[src/homing_pkg.sv]
/*
 * shared constants and types of the homing and jog sequencer: method codes,
 * input function codes, positioning modes, state codes, the carried structs and
 * the method decoder. assumes a 10 MHz system clock and signed 8-bit method codes.
 */
`default_nettype none
package homing_pkg;
   // -----------------------------------------------------------------
   // widths
   // -----------------------------------------------------------------
   localparam int POS_W   = 32;
   localparam int SPD_W   = 16;
   localparam int FN_W    = 4;
   localparam int IN_N    = 4;  // one, two, fast five, fast six
   localparam int FAST_LO = 2;  // index of the first fast input
   typedef logic signed [7:0] method_t;

   // -----------------------------------------------------------------
   // digital input function codes
   // -----------------------------------------------------------------
   localparam logic [FN_W-1:0] FN_POS_LIMIT = 4'h5;
   localparam logic [FN_W-1:0] FN_NEG_LIMIT = 4'h6;
   localparam logic [FN_W-1:0] FN_JOG_POS   = 4'h7;
   localparam logic [FN_W-1:0] FN_JOG_NEG   = 4'h8;
   localparam logic [FN_W-1:0] FN_REF_CAM   = 4'hA;

   // -----------------------------------------------------------------
   // enumerations
   // -----------------------------------------------------------------
   typedef enum logic [1:0] {POS_ABS = 2'b00, POS_REL = 2'b01, POS_INF = 2'b10} pos_mode_e;
   typedef enum logic [2:0] {KIND_NONE = 3'b000, KIND_SET = 3'b001, KIND_LIMIT = 3'b010,
                             KIND_CAM = 3'b011, KIND_INDEX = 3'b100, KIND_CONT = 3'b101} kind_e;
   typedef enum logic [2:0] {ST_IDLE = 3'b000, ST_SEARCH = 3'b001, ST_LEAVE = 3'b010,
                             ST_INDEX = 3'b011, ST_SET = 3'b100} state_e;

   // -----------------------------------------------------------------
   // carried structs
   // -----------------------------------------------------------------
   typedef struct packed {
      logic              valid;
      kind_e             kind;
      logic              dir_pos;    // start travel toward the positive end
      logic              use_index;  // finish on the encoder zero pulse
      logic              edge_pos;   // continuous homing triggers on rising cam edge
      logic              add_actual; // reference = actual position + offset
   } method_s;

   typedef struct packed {
      logic [SPD_W-1:0]        cam_search_speed;
      logic [SPD_W-1:0]        index_search_speed;
      logic [SPD_W-1:0]        homing_acceleration;
      logic signed [POS_W-1:0] reference_zero_offset;
      logic [POS_W-1:0]        homing_travel_limit;
   } homing_cfg_s;

   // -----------------------------------------------------------------
   // method decoder; codes 17..30 fold onto 1..14 without the zero pulse
   // -----------------------------------------------------------------
   function automatic method_s decode_method(input method_t m);
      method_s d;
      method_t b;
      d = '0;
      b = (m >= 8'sh11 && m <= 8'sh1E) ? method_t'(m - 8'sh10) : m;
      d.use_index = !(m >= 8'sh11 && m <= 8'sh1E);
      d.valid = 1'b1;
      if (m == 8'sh23 || m == -8'sh01 || m == -8'sh0C) begin
         d.kind = KIND_SET;
      end else if (m == -8'sh02 || m == -8'sh05) begin
         d.kind       = KIND_SET;
         d.add_actual = 1'b1;
      end else if (m == -8'sh03 || m == -8'sh04) begin
         d.kind      = KIND_CONT;
         d.dir_pos   = 1'b1;
         d.use_index = 1'b0;
         d.edge_pos  = (m == -8'sh03);
      end else if (m == -8'sh06 || m == -8'sh07 || m == 8'sh21 || m == 8'sh22) begin
         d.kind    = KIND_INDEX;
         d.dir_pos = (m == -8'sh07 || m == 8'sh22);
      end else if (m >= -8'sh0B && m <= -8'sh08) begin
         d.kind      = KIND_LIMIT;
         d.dir_pos   = (m == -8'sh08 || m == -8'sh0A);
         d.use_index = (m <= -8'sh0A);
      end else if (b == 8'sh01 || b == 8'sh02) begin
         d.kind    = KIND_LIMIT;
         d.dir_pos = (b == 8'sh02);
      end else if (b >= 8'sh03 && b <= 8'sh0E) begin
         d.kind     = KIND_CAM;
         d.dir_pos  = (b <= 8'sh04) || (b >= 8'sh07 && b <= 8'sh0A);
         d.edge_pos = ~b[0];
      end else begin
         d.valid     = 1'b0;
         d.use_index = 1'b0;
      end
      return d;
   endfunction
endpackage
`default_nettype wire

[src/homing_and_jog_sequencer.sv]
/*
 * homing and jog sequencer of one servo axis: method decode, reference search,
 * zero pulse capture, travel limit, reference load and two-speed jog.
 * assumes actual position comes from same-clock encoder logic; switch, cam,
 * jog and zero pulse pins are asynchronous and are synchronised here.
 */
// Operation
// - method 35 loads reference without moving
// - homing needed only absolute without absolute encoder
// - method -5 adjusts absolute encoder zero
// - method picks signal, direction, zero pulse use
// - two speeds, acceleration and travel limit govern
// - -12 machine point, -8..-11 block approach
// - -7 positive, -6 negative incremental homing
// - -4/-3 continuous homing on cam edge
// - -2 offset only, -1 position zero
// - 1/2 limit switch then zero pulse
// - 3..14 cam edge then zero pulse
// - 17..30 as 1..14 without zero pulse
// - 33/34 first zero pulse, negative/positive
// - speed pair: cam search, zero search
// - reference position takes zero offset
// - travel beyond limit stops, flags overrun
// - cam assignable to fast inputs
// - function 5 positive, 6 negative limit
// - function 10 marks reference cam
// - jog from functions 7/8 or bus
// - one jog input moves at slow speed
// - both inputs quick, direction of first
`timescale 1ns/1ps
`default_nettype none
module homing_and_jog_sequencer (
   input  wire logic                                  CLK,
   input  wire logic                                  RST_N,
   input  wire homing_pkg::method_t                   HOMING_METHOD_SELECT,
   input  wire logic                                  HOMING_START,
   input  wire homing_pkg::homing_cfg_s               HOMING_CFG,
   input  wire homing_pkg::pos_mode_e                 POSITIONING_MODE,
   input  wire logic                                  ABS_ENCODER,
   input  wire logic signed [homing_pkg::POS_W-1:0]   ACTUAL_POSITION,
   input  wire logic                                  DIGITAL_INPUT_ONE,
   input  wire logic                                  DIGITAL_INPUT_TWO,
   input  wire logic                                  FAST_DIGITAL_INPUT_FIVE,
   input  wire logic                                  FAST_DIGITAL_INPUT_SIX,
   input  wire logic [homing_pkg::IN_N-1:0][homing_pkg::FN_W-1:0] INPUT_FUNCTION,
   input  wire logic                                  ZERO_PULSE,
   input  wire logic                                  JOG_BUS_POSITIVE,
   input  wire logic                                  JOG_BUS_NEGATIVE,
   input  wire logic [homing_pkg::SPD_W-1:0]          SLOW_JOG_SPEED,
   input  wire logic [homing_pkg::SPD_W-1:0]          QUICK_JOG_SPEED,
   output logic signed [homing_pkg::SPD_W:0]          SPEED_CMD,
   output logic [homing_pkg::SPD_W-1:0]               ACCEL_CMD,
   output logic                                       HOMING_BUSY,
   output logic                                       HOMING_DONE,
   output logic                                       OVERRUN_ERROR,
   output logic                                       METHOD_UNDEFINED,
   output logic                                       POSITION_LOAD,
   output logic signed [homing_pkg::POS_W-1:0]        POSITION_LOAD_VALUE,
   output logic                                       MOTION_PERMIT,
   output logic                                       JOG_ACTIVE
);
   localparam int PW = homing_pkg::POS_W;
   localparam int SW = homing_pkg::SPD_W;

   // -----------------------------------------------------------------
   // reset release and pin synchronisers
   // -----------------------------------------------------------------
   logic       rst_meta_reg;
   logic       rst_n;
   logic [4:0] pin_meta_reg;
   logic [4:0] pin_sync_reg;
   logic       ref_prev_reg;
   logic       zp_prev_reg;

   // reset asserts at once but releases two edges later to avoid a runt release
   always_ff @(posedge CLK or negedge RST_N) begin
      if (!RST_N) begin
         rst_meta_reg <= 1'b0;
         rst_n        <= 1'b0;
      end else begin
         rst_meta_reg <= 1'b1;
         rst_n        <= rst_meta_reg;
      end
   end

   // first stage is read only by the second stage
   always_ff @(posedge CLK or negedge rst_n) begin
      if (!rst_n) begin
         pin_meta_reg <= 5'h00;
         pin_sync_reg <= 5'h00;
      end else begin
         pin_meta_reg <= {ZERO_PULSE, FAST_DIGITAL_INPUT_SIX, FAST_DIGITAL_INPUT_FIVE,
                          DIGITAL_INPUT_TWO, DIGITAL_INPUT_ONE};
         pin_sync_reg <= pin_meta_reg;
      end
   end

   // -----------------------------------------------------------------
   // input function decode
   // -----------------------------------------------------------------
   logic [homing_pkg::IN_N-1:0] is_pos_lim;
   logic [homing_pkg::IN_N-1:0] is_neg_lim;
   logic [homing_pkg::IN_N-1:0] is_cam;
   logic [homing_pkg::IN_N-1:0] is_jog_p;
   logic [homing_pkg::IN_N-1:0] is_jog_n;

   // each input carries the role its function code names, the cam role on the fast inputs only
   for (genvar i = 0; i < homing_pkg::IN_N; i++) begin : g_role
      assign is_pos_lim[i] = pin_sync_reg[i] && INPUT_FUNCTION[i] == homing_pkg::FN_POS_LIMIT;
      assign is_neg_lim[i] = pin_sync_reg[i] && INPUT_FUNCTION[i] == homing_pkg::FN_NEG_LIMIT;
      // only the fast inputs latch the cam edge with low jitter
      assign is_cam[i]     = (i >= homing_pkg::FAST_LO) && pin_sync_reg[i]
                             && INPUT_FUNCTION[i] == homing_pkg::FN_REF_CAM;
      assign is_jog_p[i]   = pin_sync_reg[i] && INPUT_FUNCTION[i] == homing_pkg::FN_JOG_POS;
      assign is_jog_n[i]   = pin_sync_reg[i] && INPUT_FUNCTION[i] == homing_pkg::FN_JOG_NEG;
   end

   wire pos_limit = |is_pos_lim;
   wire neg_limit = |is_neg_lim;
   wire ref_cam   = |is_cam;
   wire jog_p     = (|is_jog_p) || JOG_BUS_POSITIVE;
   wire jog_n     = (|is_jog_n) || JOG_BUS_NEGATIVE;
   wire zp        = pin_sync_reg[4];

   // -----------------------------------------------------------------
   // homing state and latched settings
   // -----------------------------------------------------------------
   homing_pkg::state_e       state_reg, state_next;
   homing_pkg::method_s      meth_reg;
   homing_pkg::homing_cfg_s  cfg_reg;
   logic                     dir_pos_reg, dir_next;
   logic signed [PW-1:0]     start_pos_reg;
   logic                     done_reg, overrun_reg, undef_reg;
   logic                     first_neg_reg;

   wire homing_pkg::method_s dec  = homing_pkg::decode_method(HOMING_METHOD_SELECT);
   wire start_ok  = state_reg == homing_pkg::ST_IDLE && HOMING_START && dec.valid;
   wire start_bad = state_reg == homing_pkg::ST_IDLE && HOMING_START && !dec.valid;
   wire homing_pkg::method_s meth_sel = start_ok ? dec : meth_reg;
   wire homing_pkg::homing_cfg_s cfg_sel = start_ok ? HOMING_CFG : cfg_reg;

   // reference signal: cam for cam methods, else the limit in search direction
   wire use_cam   = meth_reg.kind == homing_pkg::KIND_CAM || meth_reg.kind == homing_pkg::KIND_CONT;
   wire ref_sig   = use_cam ? ref_cam : (meth_reg.dir_pos ? pos_limit : neg_limit);
   wire ref_rise  = ref_sig && !ref_prev_reg;
   wire ref_fall  = !ref_sig && ref_prev_reg;
   wire zp_rise   = zp && !zp_prev_reg;

   // travel since start, as a magnitude, against the limit
   wire signed [PW:0] travel = (PW+1)'(ACTUAL_POSITION) - (PW+1)'(start_pos_reg);
   wire [PW:0] travel_abs = travel[PW] ? (PW+1)'(-travel) : travel;
   wire moving    = state_reg inside {homing_pkg::ST_SEARCH, homing_pkg::ST_LEAVE, homing_pkg::ST_INDEX};
   wire overrun   = moving && travel_abs > {1'b0, cfg_reg.homing_travel_limit};

   // next state of the reference search
   always_comb begin
      state_next = state_reg;
      dir_next   = dir_pos_reg;
      unique case (state_reg)
         homing_pkg::ST_IDLE: begin
            if (start_ok) begin
               dir_next = dec.dir_pos;
               unique case (dec.kind)
                  homing_pkg::KIND_SET:   state_next = homing_pkg::ST_SET;
                  homing_pkg::KIND_INDEX: state_next = homing_pkg::ST_INDEX;
                  default:                state_next = homing_pkg::ST_SEARCH;
               endcase
            end
         end
         homing_pkg::ST_SEARCH: begin
            if (meth_reg.kind == homing_pkg::KIND_CONT) begin
               if (meth_reg.edge_pos ? ref_rise : ref_fall) begin
                  state_next = homing_pkg::ST_SET;
               end
            end else if (ref_rise) begin
               state_next = homing_pkg::ST_LEAVE;
               dir_next   = !dir_pos_reg; // reverse on the active edge
            end
         end
         homing_pkg::ST_LEAVE: begin
            if (ref_fall) begin
               state_next = meth_reg.use_index ? homing_pkg::ST_INDEX : homing_pkg::ST_SET;
            end
         end
         homing_pkg::ST_INDEX: begin
            if (zp_rise) begin
               state_next = homing_pkg::ST_SET;
            end
         end
         homing_pkg::ST_SET: state_next = homing_pkg::ST_IDLE;
         default:            state_next = homing_pkg::ST_IDLE;
      endcase
      if (overrun) begin
         state_next = homing_pkg::ST_IDLE;
      end
   end

   // state, latched method and settings
   always_ff @(posedge CLK or negedge rst_n) begin
      if (!rst_n) begin
         state_reg     <= homing_pkg::ST_IDLE;
         meth_reg      <= '0;
         cfg_reg       <= '0;
         dir_pos_reg   <= 1'b0;
         start_pos_reg <= '0;
      end else begin
         state_reg     <= state_next;
         meth_reg      <= meth_sel;
         cfg_reg       <= cfg_sel;
         dir_pos_reg   <= dir_next;
         start_pos_reg <= start_ok ? ACTUAL_POSITION : start_pos_reg;
      end
   end

   // edge history and status flags; a valid start clears, completion, overrun or a refused start sets
   always_ff @(posedge CLK or negedge rst_n) begin
      if (!rst_n) begin
         ref_prev_reg <= 1'b0;
         zp_prev_reg  <= 1'b0;
         done_reg     <= 1'b0;
         overrun_reg  <= 1'b0;
         undef_reg    <= 1'b0;
      end else begin
         ref_prev_reg <= ref_sig;
         zp_prev_reg  <= zp;
         done_reg     <= (state_reg == homing_pkg::ST_SET) || (done_reg && !start_ok);
         overrun_reg  <= overrun || (overrun_reg && !start_ok);
         undef_reg    <= start_bad || (undef_reg && !start_ok);
      end
   end

   // -----------------------------------------------------------------
   // reference load
   // -----------------------------------------------------------------
   logic                 load_reg;
   logic signed [PW-1:0] load_value_reg;
   // the offset names where the reference sits on the axis
   wire signed [PW-1:0] load_value_next = meth_reg.add_actual
                        ? PW'(ACTUAL_POSITION + cfg_reg.reference_zero_offset)
                        : cfg_reg.reference_zero_offset;

   always_ff @(posedge CLK or negedge rst_n) begin
      if (!rst_n) begin
         load_reg       <= 1'b0;
         load_value_reg <= '0;
      end else begin
         load_reg       <= state_reg == homing_pkg::ST_SET;
         load_value_reg <= (state_reg == homing_pkg::ST_SET) ? load_value_next : load_value_reg;
      end
   end

   // -----------------------------------------------------------------
   // jog and speed command
   // -----------------------------------------------------------------
   // remember which jog input came first while only one is held
   always_ff @(posedge CLK or negedge rst_n) begin
      if (!rst_n) begin
         first_neg_reg <= 1'b0;
      end else begin
         first_neg_reg <= (jog_p ^ jog_n) ? jog_n : first_neg_reg;
      end
   end

   wire jog_both  = jog_p && jog_n;
   wire jog_any   = jog_p || jog_n;
   wire [SW-1:0] jog_mag = jog_both ? QUICK_JOG_SPEED : SLOW_JOG_SPEED;
   wire jog_neg_dir = jog_both ? first_neg_reg : jog_n;
   wire move_next = state_next inside {homing_pkg::ST_SEARCH, homing_pkg::ST_LEAVE, homing_pkg::ST_INDEX};
   // search uses the cam speed, leaving and zero search the slower one
   wire [SW-1:0] home_mag = (state_next == homing_pkg::ST_SEARCH)
                            ? cfg_sel.cam_search_speed : cfg_sel.index_search_speed;
   wire jog_next  = state_next == homing_pkg::ST_IDLE && state_reg == homing_pkg::ST_IDLE && jog_any;
   wire [SW-1:0] mag_next = move_next ? home_mag : (jog_next ? jog_mag : '0);
   wire neg_next  = move_next ? !dir_next : jog_neg_dir;
   wire signed [SW:0] speed_next = neg_next ? -(SW+1)'(mag_next) : (SW+1)'(mag_next);
   // absolute moves wait for a reference unless the encoder is absolute
   wire permit_next = POSITIONING_MODE != homing_pkg::POS_ABS || ABS_ENCODER || done_reg;

   always_ff @(posedge CLK or negedge rst_n) begin
      if (!rst_n) begin
         SPEED_CMD     <= '0;
         ACCEL_CMD     <= '0;
         JOG_ACTIVE    <= 1'b0;
         MOTION_PERMIT <= 1'b0;
      end else begin
         SPEED_CMD     <= speed_next;
         ACCEL_CMD     <= move_next ? cfg_sel.homing_acceleration : ACCEL_CMD;
         JOG_ACTIVE    <= jog_next;
         MOTION_PERMIT <= permit_next;
      end
   end

   assign HOMING_BUSY         = state_reg != homing_pkg::ST_IDLE;
   assign HOMING_DONE         = done_reg;
   assign OVERRUN_ERROR       = overrun_reg;
   assign METHOD_UNDEFINED    = undef_reg;
   assign POSITION_LOAD       = load_reg;
   assign POSITION_LOAD_VALUE = load_value_reg;

   wire [SW-1:0] speed_mag = SPEED_CMD[SW] ? SW'(-SPEED_CMD) : SW'(SPEED_CMD);
endmodule
`default_nettype wire

[config.mk]
export PLATFORM = sky130hd
export DESIGN_NAME = homing_and_jog_sequencer
export DESIGN_NICKNAME = d
export VERILOG_FILES = /design/src/homing_pkg.sv /design/src/homing_and_jog_sequencer.sv
export SDC_FILE = /design/constraint.sdc
export NUM_CORES = 1
export LEC_CHECK = 0
export BUFFER_PORTS_ARGS = -buffer_cell sky130_fd_sc_hd__buf_4
export CORE_ASPECT_RATIO = 0.8
export CORE_MARGIN = 3
export CORE_UTILIZATION = 45
export DETAILED_ROUTE_END_ITERATION = 12
export GPL_TIMING_DRIVEN = 0
export HOLD_SLACK_MARGIN = 0.08
export PLACE_DENSITY = 0.67
export SLEW_MARGIN = 10
export SYNTH_ARGS = -nofsm -noshare
export SYNTH_HDL_FRONTEND = slang
export SYNTH_SLANG_ARGS = --single-unit
[constraint.sdc]
create_clock -name CLK -period 12.7 [get_ports CLK]
set_input_delay 0 -clock CLK [delete_from_list [all_inputs] [get_ports CLK]]
set_output_delay 0 -clock CLK [all_outputs]
set_load 0.05 [all_outputs]
======== Word level (Yosys, flattened, before mapping) ========
Cells that the tools add are included.
word-level totals
  bits of input ports ..................... 213
  word-level logic and storage cells ...... 215
  output and inout port bits .............. 72
  bits in registers ....................... 241
operators by class
  equal/unequal tests ..................... 44
  multiplexer cells ....................... 50
  add/subtract/negate cells ............... 5
  magnitude comparators ................... 11
  bitwise logic cells ..................... 2
  reduce and logical (&&, ||, !) cells .... 74
operator list
  cell                number
  $mux 112            1
  $mux 16             4
  $eq 4x3->1 const B  12
  $mux 3              13
  $logic_and 1x1->1   35
  $gt 33x32->1        1
  $mux 33             1
  $neg 33->33         1
  $sub 32x32->33      1
  $add 32x32->32      1
  $eq 8x4->1 const B  4
  $mux 32             1
  $eq 4x4->1 const B  6
  $eq 8x3->1 const B  3
  $eq 8x7->1 const B  3
  $le 8x5->1 const B  3
  $logic_or 1x1->1    20
  $mux 1              19
  $mux 17             1
  $neg 16->17         1
  $eq 8x2->1 const B  2
  $eq 8x5->1 const B  2
  $le 8x4->1 const B  2
  $reduce_or 4->1     4
  24 further kinds    45

======== Longest topological paths before layout ========
  word-level depth ........................ 25
  gate-level depth with buffers ........... 32
  gate-level depth less buffers ........... 31

======== Worst setup path after synthesis ========
OpenSTA, ideal clock, no wires.
  kind .................................... register -> register
  from .................................... register start_pos_reg[0]
  to ...................................... register SPEED_CMD[8] (netlist bit)
  period minus slack after synthesis ...... 6491 ps
  arrival ................................. 6360 ps
  setup slack ............................. 6209 ps
  stages on the path, launching flop included .. 29
  path buffers ............................ 1
  required time ........................... 12569 ps
  cell sequence ........................... dfrtp_1 ha_1 fa_1 nand2b_1 a21oi_1 xor2_1 or2_2 nor3_1 and4_1 clkbuf_1 nand4_1 or2_2 or3_1 nor4_1 a31oi_1 xor2_1 ha_1 a2111oi_0 o211ai_1 o21a_1 nand2b_1 a211oi_1 a22oi_1 o21a_1 ha_1 nand2_1 nor2_1 a31o_1 xor2_1
on the way
  word-level cells in the longest chain between the ends .. 13
  elaborated cells between the ends (all ways) .. 19
  classes of those cells .................. add/sub: 3; order compare: 1; eq/ne: 3; mux: 7; reduce/logical: 5
ends and longest elaborated chain
  item                            RTL line                         source
  start: declaration              homing_and_jog_sequencer.sv:132  logic signed [PW-1:0] start_pos_reg;
  start signal: assignment        homing_and_jog_sequencer.sv:211  start_pos_reg <= start_ok ? ACTUAL_POSITION : start_pos_reg;
  $sub 32x32->33 *                homing_and_jog_sequencer.sv:150  wire signed [PW:0] travel = (PW+1)'(ACTUAL_POSITION) - (PW+1)'(start_pos_reg);
  $neg 33->33                     homing_and_jog_sequencer.sv:151  wire [PW:0] travel_abs = travel[PW] ? (PW+1)'(-travel) : travel;
  $mux 33 *                       homing_and_jog_sequencer.sv:151
  $gt 33x32->1 *                  homing_and_jog_sequencer.sv:153  wire overrun = moving && travel_abs > {1'b0, cfg_reg.homing_travel_limit};
  $logic_and 1x1->1 *             homing_and_jog_sequencer.sv:153
  $mux 3 *                        homing_and_jog_sequencer.sv:193  if (overrun) begin
  via state_next[1]               homing_and_jog_sequencer.sv:128  homing_pkg::state_e state_reg, state_next;
  $logic_not 3->1                 homing_and_jog_sequencer.sv:272  wire jog_next = state_next == homing_pkg::ST_IDLE && state_reg == homing_pkg::ST_IDLE && jog_any;
  $logic_and 1x1->1 (2 in a row)  homing_and_jog_sequencer.sv:272
  $mux 16 (2 in a row)            homing_and_jog_sequencer.sv:273  wire [SW-1:0] mag_next = move_next ? home_mag : (jog_next ? jog_mag : '0);
  $neg 16->17                     homing_and_jog_sequencer.sv:275  wire signed [SW:0] speed_next = neg_next ? -(SW+1)'(mag_next) : (SW+1)'(mag_next);
  $mux 17 *                       homing_and_jog_sequencer.sv:275
  via speed_next[8]               homing_and_jog_sequencer.sv:275
  end signal: assignment          homing_and_jog_sequencer.sv:286  SPEED_CMD <= speed_next;
  end: declaration                homing_and_jog_sequencer.sv:51   output logic signed [homing_pkg::SPD_W:0] SPEED_CMD,
Mark *: on every way through the listed nets, which the timed path passes. The rest lies on a longest branch.
A chain may end at the register's enable or synchronous reset.

======== Worst setup path in the final report ========
Same ends and word-level chain as after synthesis.

==> results.cfg <==
[placement]
numPortBuffers = 284
dp_cells = 2377
gp_congestion = 0.8907
hpwl_microns = 34500
dp_slack_ps = 4740

[grt]
grt_pass1_wl_microns = 75510
grt_usage_pct = 24.37
grt_pass1_vias = 14270
antenna_found_initial = 2
overflow = 0
grt_max_degree = 64

[synthesis]
synth_edf_count = 0
ys_seq_elements = 241
synth_cell_types = 86
synth_ff_type = dfrtp_1
synth_area_sq_um = 15830
synthesis.nets = 1942
syn_inst = 1624
async_flop_share_pct = 100.0
seq_area_frac_synth_pct = 38.10
ys_warn_count = 0
syn_avg_cell_area_sq_um = 9.746

[cts]
tritoncts = yes
clk_pin_slew_ps = 60
cts_root_buffer = clkbuf_16
cts.htree.levels = 1
insertion_delay_ps = 550
clock_path_buffers = 3
cts_made_buffers = 27
cts_resized = 0
clock_sinks = 241

[critical_path]
crit_type = reg2reg
timing.rr.end = SPEED_CMD[8]
cp-start-kind = flip-flop
cp-startpoint = start_pos_reg[0]
arrival_ps = 8620
crit_path_top_delay_cell = a211oi_1
cp_num_cells = 31
cp_max_fo = 6
worst_path_dominant_cell_family = simple AND/OR/NAND/NOR gates
reg2reg_depth = 31
crit_required_ps = 13120
critPathBufInv = 1
cp-end-kind = flip-flop
slowest_delay_ps = 990
crit_path_end = SPEED_CMD[8]
rrSetupSlack_ps = 4510
r2r-start = start_pos_reg[0]

[final_layout]
largest_reg_flops = 112
layout.nets = 2451
post-route-util_pct = 62.90
area_delta_synth_final_pct = 35.76
drive_above_1_share_pct = 25.09
fillers = 2796
finalNonFillerCells = 2619

[route]
ant_nets = 0
avgViaCountPerCell = 5.389
vias = 14110
wl_microns = 46720
drc = 0
first_pass_iters = 5
wire_per_inst_microns = 17.84
drtIter0Drc = 878

[timing]
rsz0062_at_grt = no
fin_skew_ps = 7.741
hold_slack_ps = 109.2
relSlewSlack_pct = 18.81
fin_crit_ps = 8191
finalCritPeriodShare_pct = 64.49
drv_slew = 0
final.setup.tns_ps = 0
setup_ws_ps = 4509
tightest_slew_ps = 1210
setup_violations = 0
hold_viol = 0
clock.fmax_mhz = 122.1

[die]
dieHeight_microns = 173.7
core_area_sq_um = 34160
boundaryPins = 285
die_w_microns = 215.7
initial_core_util_pct = 46.34
rows = 60
die-area_sq_um = 37470

[status]
status = finished, final reports clean

[hold_path]
hold_class = in2reg

[power_and_ir_drop]
power_density_nw_per_um2 = 265.3
leakage_nw = 9.794
peakVddDrop_mv = 0.1898

[flow_run]
maxCapViolations = 0
-- synth_stat cells, drive strengths merged (4+ instances only) --
cell type | count | area, sq um
a21o | 24 | 180.2
nor2b | 13 | 81.33
o211ai | 10 | 80.07
and4 | 4 | 35.03
or3 | 14 | 87.58
a31oi | 26 | 175.2
o31a | 5 | 43.79
xnor2 | 59 | 516.8
buf | 22 | 107.6
nand4b | 4 | 35.03
a22oi | 8 | 60.06
and2 | 17 | 106.4
nand4 | 25 | 156.4
o22ai | 5 | 31.28
nand2 | 81 | 304.0
mux2 | 158 | 1783
a211oi | 15 | 117.6
nand3b | 9 | 67.56
a2111oi | 5 | 43.79
and3 | 8 | 50.05
or4 | 5 | 37.54
dfrtp | 241 | 6031
nand2b | 11 | 68.82
mux2i | 62 | 620.6
nor4 | 8 | 50.05
o21a | 24 | 180.2
xor2 | 32 | 287.8
ha | 103 | 1289
a31o | 7 | 61.31
nor3 | 28 | 161.4
o21ai | 77 | 389.1
o31ai | 11 | 82.58
nand3 | 32 | 160.2
a21oi | 109 | 545.5
nor2 | 129 | 484.2
inv | 108 | 405.4
or2 | 12 | 75.08
o21bai | 11 | 82.58
clkbuf | 39 | 146.4
-- final cells by class --
cell class	count	area, sq um	share of cell area (%)
Buffer	61	254.0	1.182
Clock buffer	34	762.0	3.546
Multi-Input combinational cell	1214	9138	42.53
Clock inverter	14	142.6	0.6638
Timing Repair Buffer	480	4164	19.38
Antenna cell	2	5.005	0.02329
Sequential cell	241	6035	28.08
Inverter	108	405.4	1.887
Tap cell	465	581.8	2.708
-- metrics by stage --
stage / area (sq um) / power, mW
6_report: 21490 / 5.701
2_1_floorplan: 15830 / 3.919
5_1_grt: 21490 / 6.165
4_1_cts: 21480 / 5.682
3_5_place_dp: 18660 / 4.799
3_3_place_gp: 18540 / 4.685
-- repair_timing --
item	4_1_cts	5_1_grt
setup buffers	0	0
hold buffers	192	0
hold endpoints to repair	196	0
-- worst min-delay path by stage --
| stage | start | endpoint | slack, ps | cells after the start |
|---|---|---|---|---|
| floorplan | RST_N | rst_meta_reg | -300 | 0 |
| global placement | RST_N | rst_meta_reg | -220 | 1 |
| detailed placement | RST_N | rst_meta_reg | -220 | 1 |
| CTS | DIGITAL_INPUT_ONE | pin_meta_reg[0] | 80 | 2 |
| global route | FAST_DIGITAL_INPUT_FIVE | pin_meta_reg[2] | 90 | 2 |
| finish | FAST_DIGITAL_INPUT_FIVE | pin_meta_reg[2] | 110 | 2 |
-- cells by family (layout without fill, tap and decap cells) --
group / Yosys count / after routing / synth area share [%]
simple gates: 416 / 416 / 13.44
compound gates: 381 / 381 / 15.60
flops: 241 / 241 / 38.10
mux: 220 / 220 / 15.19
buf+inv: 169 / 697 / 4.166
fa+ha+maj: 105 / 105 / 8.395
xor+xnor: 91 / 91 / 5.083
other cells: 1 / 3 / 0.02369
-- placed cells by master, fill, tap and decap left out, drive strengths merged, types with 9 or more instances in the layout --
cell,netlist,routed
dlygate4sd3,0,192
or2,12,12
nor2b,13,13
mux2,158,158
ha,103,103
inv,108,111
nor2,129,129
a21o,24,24
o21ai,77,77
o21a,24,24
nand2b,11,11
and2,17,17
nand2,81,81
nand4,25,25
xnor2,59,59
dfrtp,241,241
or3,14,14
o21bai,11,11
o31ai,11,11
o211ai,10,10
nand3b,9,9
a31oi,26,26
xor2,32,32
a211oi,15,15
a21oi,109,109
mux2i,62,62
buf,22,310
clkbuf,39,73
nor3,28,28
nand3,32,32
-- where the power goes --
group,internal [mW],switching [mW],total (mW)
clock network,0.466,0.330,0.796
logic,1.49,2.11,3.60
registers,1.12,0.181,1.30
-- routing by layer --
| layer | GRT usage, % | routed length (microns) | vias up |
|---|---|---|---|
| met5 | 0 | 0 | - |
| met3 | 3.872 | 2391 | 63 |
| li1 | - | - | 6912 |
| met4 | 5.285 | 926 | 0 |
| met2 | 37.84 | 20470 | 368 |
| met1 | 35.96 | 22930 | 6771 |
Power figures use the tool's default switching activity.
